[src/seq_defs.svh]
`ifndef SEQ_DEFS_SVH
`define SEQ_DEFS_SVH
`define ADDR_SLOT_FIRST  8'h03
`define ADDR_SLOT_SECOND 8'h04
`define ADDR_SLOT_EIGHT  8'h0A
`define ADDR_STREAM      8'h0B
`define ADDR_PAGE        8'hFF
`define NUM_SLOTS        8
`define RESET_BYTE       8'h00
`endif

[src/seq_pkg.sv]
package seq_pkg;
    typedef logic [7:0] byte_t;
    typedef enum logic [1:0] {
        PLAY_IDLE,
        PLAY_START,
        PLAY_WAIT
    } play_state_t;
endpackage : seq_pkg

[src/haptic_regs.sv]
`include "seq_defs.svh"
// Function
// - Trigger starts playback at slot 0x03
// - After waveform, advance to next slot
// - Zero identifier ends the sequence
// - At most eight waveforms per trigger
// - Slot eight at 0x0A, RW, reset zero
// - Write to 0x0B pushes byte into FIFO
// - Page select at 0xFF, resets zero

// ----------------------------------------
// Stream FIFO
// ----------------------------------------
module stream_fifo #(
    parameter int WIDTH = 8,
    parameter int DEPTH = 8
) (
    input  wire logic             clk,
    input  wire logic             rst_n,
    input  wire logic             in_valid,
    output      logic             in_ready,
    input  wire logic [WIDTH-1:0] in_data,
    output      logic             out_valid,
    input  wire logic             out_ready,
    output      logic [WIDTH-1:0] out_data
);
    localparam int AW = $clog2(DEPTH);
    logic [WIDTH-1:0] mem_q [DEPTH];
    logic [AW-1:0]    wr_q;
    logic [AW-1:0]    rd_q;
    // One bit wider than the pointers so full and empty differ
    logic [AW:0]      cnt_q;
    logic             push;
    logic             pop;

    assign in_ready  = (cnt_q != (AW+1)'(DEPTH));
    assign out_valid = (cnt_q != '0);
    assign push      = in_valid && in_ready;
    assign pop       = out_valid && out_ready;
    assign out_data  = mem_q[rd_q];

    always_ff @(posedge clk) begin
        if (push) begin
            mem_q[wr_q] <= in_data;
        end
    end

    always_ff @(posedge clk or negedge rst_n) begin
        if (!rst_n) begin
            wr_q  <= '0;
            rd_q  <= '0;
            cnt_q <= '0;
        end else begin
            if (push) begin
                wr_q <= (wr_q == AW'(DEPTH-1)) ? '0 : wr_q + 1'b1;
            end
            if (pop) begin
                rd_q <= (rd_q == AW'(DEPTH-1)) ? '0 : rd_q + 1'b1;
            end
            cnt_q <= cnt_q + (AW+1)'(push) - (AW+1)'(pop);
        end
    end
endmodule : stream_fifo

// ----------------------------------------
// Register bank and sequence engine
// ----------------------------------------
module haptic_regs #(
    parameter int FIFO_DEPTH = 8
) (
    input  wire logic          clk,
    input  wire logic          nrst,
    input  wire logic          reg_wr,
    input  wire logic          reg_rd,
    input  wire seq_pkg::byte_t reg_addr,
    input  wire seq_pkg::byte_t reg_wdata,
    output      seq_pkg::byte_t reg_rdata,
    input  wire seq_pkg::byte_t slot_early_0,
    input  wire seq_pkg::byte_t slot_early_1,
    input  wire seq_pkg::byte_t slot_early_2,
    input  wire seq_pkg::byte_t slot_early_3,
    input  wire seq_pkg::byte_t slot_early_4,
    input  wire seq_pkg::byte_t slot_early_5,
    input  wire seq_pkg::byte_t slot_early_6,
    input  wire logic          play_trigger,
    output      logic          play_start,
    output      seq_pkg::byte_t play_id,
    output      seq_pkg::byte_t play_slot,
    input  wire logic          play_done,
    output      logic          play_busy,
    output      logic          stream_ready,
    output      logic          sample_valid,
    input  wire logic          sample_ready,
    output      seq_pkg::byte_t sample_data,
    output      seq_pkg::byte_t page_select
);
    import seq_pkg::*;

    // ----------------------------------------
    // Reset synchroniser
    // ----------------------------------------
    logic rst_meta_q;
    logic rst_n;
    // Asserts at once, releases on the second edge
    always_ff @(posedge clk or negedge nrst) begin
        if (!nrst) begin
            rst_meta_q <= 1'b0;
            rst_n      <= 1'b0;
        end else begin
            rst_meta_q <= 1'b1;
            rst_n      <= rst_meta_q;
        end
    end

    // ----------------------------------------
    // Registers
    // ----------------------------------------
    byte_t slot_eight_q;
    byte_t stream_last_q;
    byte_t page_q;
    byte_t rdata_q;
    logic  fifo_in_ready;
    logic  push_stream;

    // Stream writes while the FIFO is full are dropped
    assign push_stream  = reg_wr && reg_addr == `ADDR_STREAM;
    assign stream_ready = fifo_in_ready;

    always_ff @(posedge clk or negedge rst_n) begin
        if (!rst_n) begin
            slot_eight_q <= `RESET_BYTE;
        end else if (reg_wr && reg_addr == `ADDR_SLOT_EIGHT) begin
            slot_eight_q <= reg_wdata;
        end
    end

    always_ff @(posedge clk or negedge rst_n) begin
        if (!rst_n) begin
            page_q <= `RESET_BYTE;
        end else if (reg_wr && reg_addr == `ADDR_PAGE) begin
            page_q <= reg_wdata;
        end
    end

    always_ff @(posedge clk or negedge rst_n) begin
        if (!rst_n) begin
            stream_last_q <= `RESET_BYTE;
        end else if (push_stream && fifo_in_ready) begin
            stream_last_q <= reg_wdata;
        end
    end

    always_ff @(posedge clk or negedge rst_n) begin
        if (!rst_n) begin
            rdata_q <= `RESET_BYTE;
        end else if (reg_rd) begin
            unique case (reg_addr)
                `ADDR_SLOT_EIGHT: rdata_q <= slot_eight_q;
                `ADDR_STREAM:     rdata_q <= stream_last_q;
                `ADDR_PAGE:       rdata_q <= page_q;
                default:          rdata_q <= `RESET_BYTE;
            endcase
        end
    end

    assign reg_rdata   = rdata_q;
    assign page_select = page_q;

    // ----------------------------------------
    // Stream path
    // ----------------------------------------
    stream_fifo #(
        .WIDTH (8),
        .DEPTH (FIFO_DEPTH)
    ) u_fifo (
        .clk       (clk),
        .rst_n     (rst_n),
        .in_valid  (push_stream),
        .in_ready  (fifo_in_ready),
        .in_data   (reg_wdata),
        .out_valid (sample_valid),
        .out_ready (sample_ready),
        .out_data  (sample_data)
    );

    // ----------------------------------------
    // Sequence engine
    // ----------------------------------------
    play_state_t state_q;
    logic [2:0]  idx_q;
    byte_t       cur_id;
    byte_t       id_q;

    always_comb begin
        unique case (idx_q)
            3'h0: cur_id = slot_early_0;
            3'h1: cur_id = slot_early_1;
            3'h2: cur_id = slot_early_2;
            3'h3: cur_id = slot_early_3;
            3'h4: cur_id = slot_early_4;
            3'h5: cur_id = slot_early_5;
            3'h6: cur_id = slot_early_6;
            3'h7: cur_id = slot_eight_q;
        endcase
    end

    always_ff @(posedge clk or negedge rst_n) begin
        if (!rst_n) begin
            state_q <= PLAY_IDLE;
            idx_q   <= 3'h0;
            id_q    <= `RESET_BYTE;
        end else begin
            unique case (state_q)
                PLAY_IDLE: if (play_trigger) begin
                    idx_q   <= 3'h0;
                    state_q <= PLAY_START;
                end
                PLAY_START: if (cur_id == 8'h00) begin
                    state_q <= PLAY_IDLE;
                end else begin
                    id_q    <= cur_id;
                    state_q <= PLAY_WAIT;
                end
                PLAY_WAIT: if (play_done) begin
                    if (idx_q == 3'(`NUM_SLOTS - 1)) begin
                        state_q <= PLAY_IDLE;
                    end else begin
                        idx_q   <= idx_q + 3'h1;
                        state_q <= PLAY_START;
                    end
                end
                // Unused state code falls back to idle
                default: state_q <= PLAY_IDLE;
            endcase
        end
    end

    // Start pulse only for a nonzero identifier
    assign play_start = state_q == PLAY_START && cur_id != 8'h00;
    assign play_id    = id_q;
    assign play_slot  = `ADDR_SLOT_FIRST + {5'h00, idx_q};
    assign play_busy  = state_q != PLAY_IDLE;
endmodule : haptic_regs

[config.mk]
export PLATFORM = sky130hd
export DESIGN_NAME = haptic_regs
export DESIGN_NICKNAME = d
export VERILOG_FILES = /design/src/seq_pkg.sv /design/src/haptic_regs.sv
export VERILOG_INCLUDE_DIRS = /design/src
export SDC_FILE = /design/constraint.sdc
export NUM_CORES = 1
export LEC_CHECK = 0
export BUFFER_PORTS_ARGS = -buffer_cell sky130_fd_sc_hd__buf_2
export CAP_MARGIN = 15
export CORE_AREA = 2 2 130 132
export DETAILED_ROUTE_END_ITERATION = 8
export DIE_AREA = 0 0 132 134
export GPL_TIMING_DRIVEN = 1
export HOLD_SLACK_MARGIN = 0.03
export PLACE_DENSITY = 0.55
export SLEW_MARGIN = 20
export SYNTH_ARGS = -nofsm -noshare
export SYNTH_HDL_FRONTEND = slang
export SYNTH_SLANG_ARGS = --single-unit
[constraint.sdc]
create_clock -name clk -period 7.87 [get_ports clk]
set_input_delay 1.574 -clock clk [delete_from_list [all_inputs] [get_ports clk]]
set_output_delay 1.574 -clock clk [all_outputs]
set_load 0.02 [all_outputs]
==> impl_metrics.csv <==
group,metric,value,unit
outcome,status,"finished, final reports clean",
logic_synthesis,synth_top_area_share,34.3,%
global_route,grt_pass1_wl,22500,um
sta,min_period_over_period,68.3,%
global_route,grt_max_degree,56,
logic_synthesis,synth_edf_count,64,
setup_path,max_stage_delay,0.82,ns
sta,drv_slew,0,
sta,hold_violations,0,
clocking,cts_hold_buf,0,
sta,finalCriticalPeriod,5.38,ns
setup_path,path_buf_inv,2,
setup_path,slowest_stage,"dfrtp_1",
routing,drt-met1-wl,5710,um
pwr,total_power,2.40,mW
placed_design,portBuffers,118,
sta,tightestPinTransition,0.906,ns
clocking,ctsHtreeMaxLevel,4,
global_route,grt_pass1_vias,4233,
setup_path,worst_r2r_endpoint,"play_id[6]",
setup_path,crit_type,"reg -> out",
finish,fin_nets,637,
placed_design,gp_congestion,0.898,
routing,via_per_inst,4.99,
pwr,power_density,339,mW/mm^2
routing,vias,3857,
logic_synthesis,seq_area_frac_synth,59.7,%
logic_synthesis,yosysTopAreaCell,"edfxtp_1",
placed_design,postPlaceCellArea,0.00639,sq mm
clocking,clkTransAtPathRegs,0.05,ns
floorplanning,die_w,132,um
logic_synthesis,synth_area,0.00561,sq mm
finish,final_area,0.00707,sq mm
finish,syn2layout_area_growth,26.1,%
global_route,overflow,0,
placed_design,hpwl,10200,um
logic_synthesis,ys_seq_elements,121,
finish,antenna_cells,0,
routing,drc,0,
floorplanning,io_pins,123,
clocking,cts_made_buffers,17,
pwr,ir_worst_vdd,0.191,mV
routing,dr.max_layer_used,"met4",
clocking,cts_setup_buffers,0,
routing,wirelength,14200,um
logic_synthesis,synth_area_leaders,"edfxtp_1, dfrtp_1, mux2_2",
routing,drt_iter0_drc,223,
sta,rsz0062_at_grt,"no",
worst_hold_path,min_path_cells,0,
logic_synthesis,syn-instance-count,420,
routing,ant_nets,0,
global_route,grt_usage,16.7,%
setup_path,r2r_slack,4.48,ns
setup_path,crit_path_cell_trace,"inv_1 > ha_1 > or4_4 > or2_1 > a41oi_1 > nor4_2 > a21boi_4 > buf_2",
setup_path,r2r-start,"idx_q[2]",
sta,setup_viol,0,
setup_path,worstPathRequired,6.30,ns
setup_path,crit_arrival,3.80,ns
logic_synthesis,async_flop_share,47.1,%
clocking,cts_resized,0,
clocking,clockBufferDepth,2,
sta,tns,0,ns
routing,wl_met2,7170,um
setup_path,critPathTopFamily,"simple AND/OR/NAND/NOR gates",
pwr,leakage,3.02,nW
setup_path,cp-start-kind,"flip-flop",
placed_design,dpl_worst_slack,2.45,ns
worst_hold_path,whs_endpoint,"rst_n",
floorplanning,dieArea,0.0177,sq mm
floorplanning,core_area,0.0163,sq mm
logic_synthesis,yosys_most_used_dff,"edfxtp_1",
finish,drive_above_1_share,38.7,%
logic_synthesis,yosysWarnings,0,
flow_run,max_cap_violations,0,
floorplanning,die_h,134,um
clocking,tritoncts,"done",
logic_synthesis,synth_cell_types,42,
clocking,cts_sinks,121,
finish,fillers,1562,
setup_path,cp-end-kind,"output port",
sta,slew_headroom,39.3,%
routing,dr_wl_met3,1040,um
sta,worst_slack,2.49,ns
floorplanning,floorplan.initialDensity,34.4,%
worst_hold_path,min_from,"rst_meta_q",
global_route,antenna_found_initial,0,
worst_hold_path,hold_class,"reg -> reg",
sta,fmax,186,MHz
routing,wl_per_cell,18.3,um
logic_synthesis,ys_top_cells_by_count,"edfxtp_1, nand2_1, dfrtp_1, mux2_2, inv_1",
routing,detail_route.first_pass.iterations,7,
clocking,insertion_delay,0.41,ns
sta,skew,0.00923,ns
setup_path,r2r_cells,8,
floorplanning,fp-row-count,47,
logic_synthesis,synth.most_common_cell,"edfxtp_1",
setup_path,cp_max_fo,21,
clocking,root_buffer,"clkbuf_16",
logic_synthesis,postSynthAreaPerCell,13.4,sq um
## cell usage in the layout (no fill, tap or decap), types with 5 or more instances in the layout
cell type and instances:
nand2_1 62, a21oi_1 9, mux2_2 34, o21ai_1 8, dfrtp_1 55, buf_4 6
bufinv_16 5, edfxtp_1 64, clkbuf_16 17, inv_1 31, a22o_1 14, conb_1 5
a41oi_1 7, nor3_1 12, buf_2 118, a222oi_1 10, mux4_2 16, ha_1 17
o22ai_1 8
## layout make-up
cell class | count | area [sq um] | area share, %
Clock inverter | 8 | 168 | 2.37
Timing Repair Buffer | 124 | 636 | 8.99
Multi-Input combinational cell | 245 | 2030 | 28.7
Sequential cell | 121 | 3350 | 47.4
Inverter | 31 | 116 | 1.65
Clock buffer | 24 | 492 | 6.96
Tap cell | 220 | 275 | 3.89
## through the flow
step / instances / utilization (%) / hold slack (ns)
finish: 773 / 43.4 / 0.351
global placement: 741 / 39.3 / 0.338
global route: 773 / 43.4 / 0.355
floorplan: 423 / - / 0.331
CTS: 773 / 43.3 / 0.353
detailed placement: 741 / 39.3 / 0.340
## layer usage
metal | vias to the layer above | GRT usage, %
met1 | 1880 | 19.4
li1 | 1799 | -
met3 | 20 | 5.40
met2 | 158 | 29.4
met4 | 0 | 5.62
met5 | - | 0
## kinds of logic (layout without fill, tap and decap cells)
family | after synthesis | after routing | share of synthesized area [%]
multiplexers | 50 | 50 | 13.3
AO/OA/AOI/OAI | 66 | 66 | 9.04
flip-flops | 121 | 121 | 59.7
AND/OR/NAND/NOR | 103 | 103 | 8.63
adder cells (fa/ha/maj) | 18 | 18 | 4.15
buffers and inverters | 57 | 187 | 4.62
XOR/XNOR | 3 | 3 | 0.469
other | 2 | 5 | 0.134
## state kept, by name (all words and copies together) (netlist names)
| name | count |
|---|---|
| u_fifo.mem_q | 64 |
| play_id | 8 |
| reg_rdata | 8 |
| page_select | 8 |
| u_fifo.rd_q | 3 |
| rst_n | 1 |
| idx_q | 3 |
| slot_eight_q | 8 |
| rst_meta_q | 1 |
| state_q | 2 |
| u_fifo.cnt_q | 4 |
| stream_last_q | 8 |
| u_fifo.wr_q | 3 |
## worst max path at each step
stage	cells after the start	endpoint	start	slack, ns
after detailed placement	8	u_fifo.mem_q[6][5]	reg_addr[2]	2.45
after CTS	8	play_start	idx_q[2]	2.48
after global routing	8	play_start	idx_q[2]	2.27
after global placement	8	u_fifo.mem_q[5][1]	reg_addr[2]	2.78
after floorplan	12	play_start	idx_q[2]	3.38
final	8	play_start	idx_q[2]	2.49
## power by group
group / internal [mW] / switching (mW)
registers: 0.727 / 0.100
clock network: 0.595 / 0.265
logic: 0.324 / 0.387
total: 1.65 / 0.752
No activity file was read; power rests on OpenSTA's default activity.
